## src/pkg/clk_ctrl_pkg.sv

```systemverilog
// Package: constants for the halt clock and power-mode controller.
// Assumes a single 100 MHz system clock stands in for the oscillator.
package clk_ctrl_pkg;
  // ----------------------------------------
  // Timing
  // ----------------------------------------
  localparam int CLK_PERIOD_NS = 10;
  // Warm-up: 2^14 + 2.5 clock periods, held as half periods
  localparam int WARM_HALF_PERIODS = 32773;
  localparam int WARM_CYCLES = (WARM_HALF_PERIODS + 1) / 2;
  localparam int CLK_DIV_BY = 2;
  // ----------------------------------------
  // Power modes {power_mode_select_a, power_mode_select_b}
  // ----------------------------------------
  localparam logic [1:0] MODE_LIGHT_SLEEP = 2'h0;
  localparam logic [1:0] MODE_CLOCK_OUT_SLEEP = 2'h1;
  localparam logic [1:0] MODE_STOP = 2'h2;
  localparam logic [1:0] MODE_RUN = 2'h3;
  // ----------------------------------------
  // Machine cycle state and power-mode state
  // ----------------------------------------
  localparam logic [1:0] FOURTH_STATE = 2'h3;
  typedef enum logic [1:0] {PM_ACTIVE, PM_IDLE, PM_STOP, PM_WARM} pm_state_e;
endpackage

```

## src/pkg/clk_gate_if.sv

```systemverilog
// Interface: clock-gating controls between the controller and its divider.
// Assumes one clock domain.
`timescale 1ns/1ps
interface clk_gate_if;
  logic osc_run;
  logic sys_tick;
  logic osc_tick;
  modport ctrl (output osc_run, input sys_tick, input osc_tick);
  modport div (input osc_run, output sys_tick, output osc_tick);
endinterface

```

## src/logic/osc_divider.sv

```systemverilog
// Divider: makes the oscillator tick and the system tick enables.
// Assumes mclk_i is the oscillator rate; div_by 1 or 2.
`timescale 1ns/1ps
module osc_divider #(
  parameter int DIV_BY = clk_ctrl_pkg::CLK_DIV_BY
) (
  input wire logic mclk_i,
  input wire logic nrst_i,
  clk_gate_if.div gate
);
  import clk_ctrl_pkg::*;
  logic phase_q;
  logic phase_d;
  // ----------------------------------------
  // Divide chain
  // ----------------------------------------
  always_comb begin
    phase_d = phase_q;
    if (!gate.osc_run) begin
      phase_d = 1'b0;
    end else if (DIV_BY == 2) begin
      phase_d = ~phase_q;
    end
  end
  always_ff @(posedge mclk_i or negedge nrst_i) begin
    if (!nrst_i) begin
      phase_q <= 1'b0;
    end else begin
      phase_q <= phase_d;
    end
  end
  assign gate.osc_tick = gate.osc_run;
  assign gate.sys_tick = gate.osc_run & ((DIV_BY == 2) ? phase_q : 1'b1);
  chk_half_rate: assert property (@(posedge mclk_i) disable iff (!nrst_i)
      (DIV_BY == 2 && gate.sys_tick) |=> !gate.sys_tick)
    else $error("system tick faster than half oscillator rate");
endmodule

```

## src/logic/halt_clock_ctrl.sv

```systemverilog
// Top: halt state, power modes, warm-up and status pins of the processor.
// Assumes the core reports opcode fetch, halt fetch and its T state.
`timescale 1ns/1ps
module halt_clock_ctrl #(
  parameter int DIV_BY = clk_ctrl_pkg::CLK_DIV_BY,
  parameter int WARM_COUNT = clk_ctrl_pkg::WARM_CYCLES
) (
  input wire logic mclk_i,
  input wire logic nrst_i,
  input wire logic power_mode_select_a_i,
  input wire logic power_mode_select_b_i,
  input wire logic bus_hold_request_n_i,
  input wire logic int_request_n_i,
  input wire logic nmi_request_n_i,
  input wire logic opcode_fetch_i,
  input wire logic int_ack_cycle_i,
  input wire logic halt_fetch_i,
  input wire logic [1:0] t_state_i,
  input wire logic int_accept_i,
  output logic halt_n_o,
  output logic machine_cycle_one_n_o,
  output logic bus_float_o,
  output logic sys_clk_en_o,
  output logic clk_out_o,
  output logic osc_run_o,
  output logic nop_insert_o
);
  import clk_ctrl_pkg::*;
  clk_gate_if gate ();
  pm_state_e state_q;
  pm_state_e state_d;
  logic halted_q;
  logic halted_d;
  logic [1:0] mode_q;
  logic [1:0] mode_d;
  logic [15:0] warm_q;
  logic [15:0] warm_d;
  logic clk_out_q;
  logic clk_out_d;
  logic cyc_one_n_q;
  logic cyc_one_n_d;
  logic wake;
  logic halt_end;
  logic sleep_now;
  logic [1:0] mode_pins;

  osc_divider #(.DIV_BY(DIV_BY)) u_div (
    .mclk_i(mclk_i),
    .nrst_i(nrst_i),
    .gate(gate)
  );

  assign mode_pins = {power_mode_select_a_i, power_mode_select_b_i};
  assign wake = !int_request_n_i || !nmi_request_n_i;
  // ----------------------------------------
  // Halt entry and power state
  // ----------------------------------------
  assign halt_end = halt_fetch_i && t_state_i == FOURTH_STATE && gate.sys_tick;
  // Sleep at T4 of the halt fetch, or of the wake-up no-op without acceptance
  assign sleep_now = (halt_end || (halted_q && t_state_i == FOURTH_STATE &&
                      gate.sys_tick && !int_accept_i)) &&
                     (halt_end ? mode_pins : mode_q) != MODE_RUN;
  always_comb begin
    state_d = state_q;
    halted_d = halted_q;
    mode_d = mode_q;
    if (halted_q && int_accept_i) begin
      halted_d = 1'b0;
    end
    // A new halt fetch in the same cycle wins over the release
    if (halt_end) begin
      halted_d = 1'b1;
      mode_d = mode_pins;
    end
    case (state_q)
      PM_ACTIVE: begin
        if (sleep_now) begin
          state_d = (mode_d == MODE_STOP) ? PM_STOP : PM_IDLE;
        end
      end
      PM_IDLE: begin
        if (wake) begin
          state_d = PM_ACTIVE;
        end
      end
      PM_STOP: begin
        if (wake) begin
          state_d = PM_WARM;
        end
      end
      PM_WARM: begin
        if (warm_q == 16'(WARM_COUNT - 1)) begin
          state_d = PM_ACTIVE;
        end
      end
      default: state_d = PM_ACTIVE;
    endcase
  end
  always_comb begin
    warm_d = 16'h0000;
    if (state_q == PM_WARM) begin
      warm_d = warm_q + 16'h0001;
    end
  end
  // Reset returns straight to active, no warm-up
  always_ff @(posedge mclk_i or negedge nrst_i) begin
    if (!nrst_i) begin
      state_q <= PM_ACTIVE;
      halted_q <= 1'b0;
      mode_q <= MODE_RUN;
      warm_q <= 16'h0000;
    end else begin
      state_q <= state_d;
      halted_q <= halted_d;
      mode_q <= mode_d;
      warm_q <= warm_d;
    end
  end
  // ----------------------------------------
  // Clock enables and outputs
  // ----------------------------------------
  assign gate.osc_run = state_q != PM_STOP && state_q != PM_WARM;
  assign osc_run_o = state_q != PM_STOP;
  assign sys_clk_en_o = gate.sys_tick && state_q == PM_ACTIVE;
  always_comb begin
    clk_out_d = clk_out_q;
    if (state_q == PM_STOP || state_q == PM_WARM ||
        (state_q == PM_IDLE && mode_q == MODE_LIGHT_SLEEP)) begin
      clk_out_d = 1'b0;
    end else if (gate.osc_tick) begin
      clk_out_d = (DIV_BY == 2) ? ~clk_out_q : 1'b1;
    end
  end
  always_comb begin
    cyc_one_n_d = 1'b1;
    if (opcode_fetch_i || int_ack_cycle_i) begin
      cyc_one_n_d = 1'b0;
    end
  end
  always_ff @(posedge mclk_i or negedge nrst_i) begin
    if (!nrst_i) begin
      clk_out_q <= 1'b0;
      cyc_one_n_q <= 1'b1;
    end else begin
      clk_out_q <= clk_out_d;
      cyc_one_n_q <= cyc_one_n_d;
    end
  end
  assign clk_out_o = clk_out_q;
  assign machine_cycle_one_n_o = cyc_one_n_q;
  assign halt_n_o = ~halted_q;
  assign nop_insert_o = halted_q && state_q == PM_ACTIVE;
  assign bus_float_o = !bus_hold_request_n_i;

  // ----------------------------------------
  // Checks
  // ----------------------------------------
  chk_stop_clk_low: assert property (@(posedge mclk_i) disable iff (!nrst_i)
      state_q == PM_STOP |=> clk_out_o == 1'b0)
    else $error("clock output not low in stop");
  chk_run_no_sleep: assert property (@(posedge mclk_i) disable iff (!nrst_i)
      (state_q == PM_ACTIVE && halted_q && mode_q == MODE_RUN) |=> state_q == PM_ACTIVE)
    else $error("run mode left active state");
  chk_warm_bound: assert property (@(posedge mclk_i) disable iff (!nrst_i)
      $rose(state_q == PM_WARM) |-> state_q == PM_WARM [*8])
    else $error("warm-up ended too early");
  chk_idle_wake: assert property (@(posedge mclk_i) disable iff (!nrst_i)
      (state_q == PM_IDLE && wake) |=> state_q == PM_ACTIVE)
    else $error("idle did not wake on interrupt");
  chk_stop_wake: assert property (@(posedge mclk_i) disable iff (!nrst_i)
      (state_q == PM_STOP && wake) |=> state_q == PM_WARM && !gate.osc_run)
    else $error("stop wake skipped warm-up");
  chk_no_halt_run: assert property (@(posedge mclk_i) disable iff (!nrst_i)
      (!halted_q && !halt_end) |=> state_q == PM_ACTIVE || $past(halted_q))
    else $error("clock stopped outside halt");
  chk_halt_pin: assert property (@(posedge mclk_i) disable iff (!nrst_i)
      halt_end |=> !halt_n_o)
    else $error("halt status not low after halt fetch");
  chk_cycle_one_fetch: assert property (@(posedge mclk_i) disable iff (!nrst_i)
      (opcode_fetch_i || int_ack_cycle_i) |=> !machine_cycle_one_n_o)
    else $error("cycle-one not driven on fetch");
  chk_clkout_sleep: assert property (@(posedge mclk_i) disable iff (!nrst_i)
      (state_q == PM_IDLE && mode_q == MODE_LIGHT_SLEEP) |=> !clk_out_o)
    else $error("clock output running in light sleep");
endmodule

```

## config.mk

```make
export PLATFORM = sky130hd
export DESIGN_NAME = halt_clock_ctrl
export DESIGN_NICKNAME = d
export VERILOG_FILES = /design/src/pkg/clk_ctrl_pkg.sv /design/src/pkg/clk_gate_if.sv /design/src/logic/osc_divider.sv /design/src/logic/halt_clock_ctrl.sv
export SDC_FILE = /design/constraint.sdc
export NUM_CORES = 1
export LEC_CHECK = 0
export BUFFER_PORTS_ARGS = -buffer_cell sky130_fd_sc_hd__clkbuf_2
export CAP_MARGIN = 25
export CORE_MARGIN = 2
export CORE_UTILIZATION = 58
export CTS_CLUSTER_SIZE = 8
export DETAILED_ROUTE_END_ITERATION = 16
export PLACE_DENSITY = 0.82
export SLEW_MARGIN = 10
export SYNTH_ARGS = -nofsm -noshare
export SYNTH_HDL_FRONTEND = slang
export SYNTH_SLANG_ARGS = --single-unit
```

## constraint.sdc

```tcl
create_clock -name mclk_i -period 4.4 [get_ports mclk_i]
set_clock_uncertainty 0.05 [all_clocks]
set_input_delay 0.22 -clock mclk_i [delete_from_list [all_inputs] [get_ports mclk_i]]
set_output_delay 0.22 -clock mclk_i [all_outputs]
set_load 0.02 [all_outputs]
```

* Word level (Yosys, flattened, before mapping)
Cells that the tools add are included.
** Cells by class
- Reductions and logical operators :: 25
- Bitwise operators :: 4
- Muxes and demuxes :: 14
- $add $sub $neg :: 1
- Eq/ne operators :: 13
** Operators by type and width (number)
- adder 16 x 1 -> 16 bit (second input constant) :: 1
- == test 16 x 15 -> 1 bit (second input constant) :: 1
- 2-to-1 mux 16 bit :: 1
- inequality test 2 bit (second input constant) :: 7
- 2-to-1 mux 2 bit :: 6
- logical AND 1 bit :: 11
- == test 2 bit (second input constant) :: 4
- one-hot mux 2 bit (4 select lines) :: 1
- 2-to-1 mux 1 bit :: 6
- logical OR 1 bit :: 5
- zero test 1 bit :: 4
- zero test 2 bit :: 2
- AND reduction 4 bit :: 1
- nonzero test 2 bit :: 2
- NOT 1 bit :: 3
- == test 2 x 1 -> 1 bit (second input constant) :: 1
- bitwise AND 1 bit :: 1
** Storage, ports and cells
- Output and inout bits :: 7
- Input port bits :: 13
- Bits in registers :: 24
- Word-level logic and storage cells :: 64

* Logic depth before layout (Yosys ltp)
- Word-level depth :: 9
- Gate-level depth with buffers :: 5
- Gate-level depth less buffers :: 5

* Modules after synthesis
A second synthesis with hierarchy kept.
** Second synthesis, totals
- Cells, all modules :: 122
- Area, all modules :: 1222.4 um^2
** By module, submodules not included
- halt_clock_ctrl :: seq. area each 579.3 um^2, instances 1, area an instance 1173.6 um^2, cells an instance 118
- osc_divider :: seq. area each 25.0 um^2, instances 1, area an instance 48.8 um^2, cells an instance 4

* Least setup slack after synthesis
Ideal clock, no wire load.
- Kind :: reg2reg
- Start point :: reg state_q[1]
- End point :: reg state_q[0]
- Library setup time :: 126 ps
- Cell stages (with the launch flop) :: 5
- Required time :: 4224 ps
- Period minus slack after synthesis :: 1713 ps
- Slack :: 2687 ps
- Arrival :: 1537 ps
- Cells stage by stage :: dfrtp_1 -> clkbuf_1 -> nor3b_1 -> mux2_2 -> o311a_1
** On the way
- Longest elaborated chain between the ends :: 9
- Elaborated cells on any way between the ends :: 24
- Classes of those cells :: eq/ne (11); mux (4); bitwise (1); reduce/logical (8)
** Ends and longest elaborated chain
- from (decl) :: line halt_clock_ctrl.sv:30 : pm_state_e state_q;
- from (signal assigned) :: line halt_clock_ctrl.sv:113 : state_q <= state_d;
- inequality test 2 bit :: line halt_clock_ctrl.sv:122 : assign gate.osc_run = state_q != PM_STOP && state_q != PM_WARM;
- logical AND 1 bit :: line halt_clock_ctrl.sv:122
- bitwise AND 1 bit :: line osc_divider.sv:33 : assign gate.sys_tick = gate.osc_run & ((DIV_BY == 2) ? phase_q : 1'b1);
- logical AND 1 bit (on tied branches) :: line halt_clock_ctrl.sv:58, halt_clock_ctrl.sv:60
- 2-to-1 mux 2 bit or logical AND 1 bit (tied branches) :: line halt_clock_ctrl.sv:62, halt_clock_ctrl.sv:71, halt_clock_ctrl.sv:61
- == test 2 bit (tied with other cells) :: line halt_clock_ctrl.sv:78 : state_d = (mode_d == MODE_STOP) ? PM_STOP : PM_IDLE;
- 2-to-1 mux 2 bit or logical AND 1 bit (tied branches) :: line halt_clock_ctrl.sv:78, halt_clock_ctrl.sv:61
- 2-to-1 mux 2 bit or inequality test 2 bit (tied branches)
- one-hot mux 2 bit (4 select lines) or AND reduction 4 bit (tied branches)
Several ways; a longest one is shown, not always the timed one. The select of a mux whose other input is x is not followed.
A chain may end at the register's enable or synchronous reset.

* Worst setup path in the final report
- Start point :: reg warm_q[0]
- End point :: reg warm_q[14]
** On the way
- Longest elaborated chain between the ends :: 2
** Ends and longest elaborated chain
- from (decl) :: line halt_clock_ctrl.sv:36 : logic [15:0] warm_q;
- from (signal assigned) :: line halt_clock_ctrl.sv:116 : warm_q <= warm_d;
- adder 16 x 1 -> 16 bit :: line halt_clock_ctrl.sv:102 : warm_d = warm_q + 16'h0001;
- 2-to-1 mux 16 bit :: line halt_clock_ctrl.sv:101 : if (state_q == PM_WARM) begin
- via warm_d[14] :: line halt_clock_ctrl.sv:37 : logic [15:0] warm_d;
The timed path passes the listed nets, and every way through them passes these cells.

==> summary.txt <==
STA
  • Fin. Hold Viols: 0
  • Final Cycle Share: 0.415
  • Final Worst Setup Slack: 2.57 ns
  • Final Setup Violations: 0
  • TNS Setup: 0 ns
  • Min Tclk post-route: 1.83 ns
  • Slew Limit Fails: 0
  • Worst-Margin Slew: 0.575 ns
  • RSZ-0062 raised after global routing: no
  • Hold WS: 0.115 ns
  • Slew HR: 0.616
  • Maximum clock rate: 0.548 GHz

Clock network
  • Clk sinks: 24
  • Worst-Skew Late Latency: 0.32 ns
  • Worst-path clk slew: 0.13 ns
  • CTS H-tree depth: 1
  • Clock tree buffer depth: 2
  • Post-CTS sizing: 0
  • CTS Buf Count: 3
  • TritonCTS clock tree: yes
  • Root Driver: clkbuf_4

Synth
  • Post-synth top area cell: dfrtp_1
  • Post-synthesis cell area: 1230 um^2
  • Synthesis Warnings: 0
  • Seq/Total Area, Yosys: 0.492
  • Synth top area share: 0.428
  • Post-Synthesis Cells: 126
  • Synth cell types: 35
  • #FFs+latches synth: 24
  • Post-synth EDFFs: 0
  • Mean post-synth cell area: 9.74 um^2
  • FFs w/ async S/R, synth: 1.00
  • Top-count cell post-synth: dfrtp_1
  • Main synth FF type: dfrtp_1
  • Synth area leaders: dfrtp_1 43%, dfstp_2 6.4%, nor2_1 4.9%, xor2_1 4.3%, nand2_1 3.1%
  • Syn Nets: 141
  • Commonest cells in the netlist: 21 x dfrtp_1, 16 x nor2_1, 10 x nand2_1

Detailed routing
  • DR iter-0 viols: 13
  • WL final: 2400 um
  • Drt drc: 0
  • Via Count: 973
  • Wire per inst: 13.6 um
  • DR vias/cell: 5.53
  • Drt pass-1 iters: 4
  • Routed Antenna Nets: 0

Placement
  • Placed Instances: 169
  • Post-DP HPWL: 1730 um
  • # port buffers: 19
  • Final Wtd Congestion: 0.864
  • Worst slack, placed: 2.58 ns

Cells and area
  • Final nets: 165
  • Area Overhead vs Synth: 15.0%
  • Post-layout util: 0.712
  • Inserted Diodes: 0
  • Cell Count, Final, Fillers Out: 176
  • Share of cells above drive strength 1: 0.228

Setup path
  • Worst R2R Start: warm_q[0]$_DFF_PN0_
  • Worst EP required: 4.60 ns
  • FF-to-FF path depth: 5
  • Crit path launch type: flop
  • Critical Path Fanout Max: 5
  • Critical path class: reg2reg
  • R2r endpoint: warm_q[14]$_DFF_PN0_
  • Crit. End Element: flop
  • Worst EP arrival: 2.02 ns
  • R2R Setup Slk: 2.57 ns

Power
  • Max rail drop VDD: 0.294 mV
  • P_leak: 0.611 nW
  • Pwr Density: 397 nW/um^2

Floorplan
  • Row count: 16
  • Die boundary width: 50 um
  • I/O Pins: 20
  • Die height: 50 um
  • Core region area: 1980 um^2
  • Initial Util: 0.619
  • Die area: 2500 um^2

Global route
  • Antenna violations before repair: 0
  • Vias in the first global route: 891
  • Global route overflow: 0
  • Largest net degree at the start of global routing: 25
  • Global-route wire length before repair: 3880 um
  • GRT Total Usage: 0.208

Worst hold path
  • Hold worst-path end: mode_q[0]$_DFF_PN1_
  • Worst hold path depth: 2
  • Hold WC Path Type: in2reg
  • HP Start: power_mode_select_b_i

Job
  • Max-Cap Viols: 0

Run status
  • Status: complete, no violations
## cell type report
cell class	count	area [um^2]
Sequential cell	24	604
Fill cell	153	571
Inverter	6	22.5
Tap cell	27	33.8
Multi-Input combinational cell	93	589
Clock buffer	4	36.3
Timing Repair Buffer	22	125
## where the power goes
group / leakage, nW / switching [W] / total, W / internal (W)
Combinational: 0.272 / 0.0000811 / 0.000142 / 0.0000607
Sequential: 0.318 / 0.0000390 / 0.000299 / 0.000260
Clock: 0.0210 / 0.0000685 / 0.000119 / 0.0000507
## logic make-up after synthesis
| group | share of synthesized area |
|---|---|
| simple gates | 0.277 |
| compound gates | 0.0826 |
| fa+ha+maj | 0.0204 |
| xor+xnor | 0.0642 |
| flops | 0.492 |
| mux | 0.0357 |
| buf+inv | 0.0275 |
## registers in the layout, summed over array words and instances (netlist names)
name / flops
mode_q: 2
machine_cycle_one_n_o: 1
u_div.phase_q: 1
warm_q: 16
clk_out_o: 1
state_q: 2
halted_q: 1
## timing repair
| item | 4_1_cts | 5_1_grt |
|---|---|---|
| hold buffers | 3 | 0 |
| endpoints found under the setup margin | 0 | 0 |
| endpoints found under the hold margin | 22 | 0 |
| setup buffers | 0 | 0 |
## worst max-delay path by stage
stage / slack [ns] / endpoint / start / cells after the start
floorplan: 2.69 / state_q[0]$_DFFE_PN0P_ / state_q[1]$_DFFE_PN0P_ / 4
global route: 2.45 / warm_q[14]$_DFF_PN0_ / warm_q[0]$_DFF_PN0_ / 5
global placement: 2.68 / state_q[0]$_DFFE_PN0P_ / state_q[1]$_DFFE_PN0P_ / 3
finish: 2.57 / warm_q[14]$_DFF_PN0_ / warm_q[0]$_DFF_PN0_ / 5
CTS: 2.57 / state_q[0]$_DFFE_PN0P_ / state_q[1]$_DFFE_PN0P_ / 3
detailed placement: 2.58 / state_q[0]$_DFFE_PN0P_ / state_q[1]$_DFFE_PN0P_ / 3
## stage by stage
step	cell area (um^2)	power, W
2_1_floorplan	1230	0.000398
3_3_place_gp	1350	0.000437
3_5_place_dp	1350	0.000444
4_1_cts	1410	0.000561
5_1_grt	1410	0.000592
6_report	1410	0.000560
## layer usage
metal	vias to the layer above	routed length (um)	track usage
li1	493	-	-
met1	446	1120	0.278
met2	30	1160	0.340
met3	4	91	0.0273
met4	0	31	0.0833
met5	-	0	0
## critical path: stages (launching register included)
cell and delay, ns:
dfrtp_1 0.45, ha_1 0.22, and2_1 0.21, nand3_1 0.15, or4_1 0.51, a21oi_1 0.16
## placed cells by master (no fill, tap or decap), types with 3 or more instances in the layout
cell type	n
nor2_1	16
mux2_2	3
clkbuf_2	19
a21oi_1	5
nor4_1	3
nand4_1	4
dfrtp_1	21
or4_1	3
dfstp_2	3
nand3_1	5
o31ai_1	3
xnor2_1	3
dlygate4sd3_1	3
clkbuf_4	3
xor2_1	6
nand2_1	10
nand2b_1	5
inv_1	6
o21ai_0	3
(Power assumes the default switching activity.)
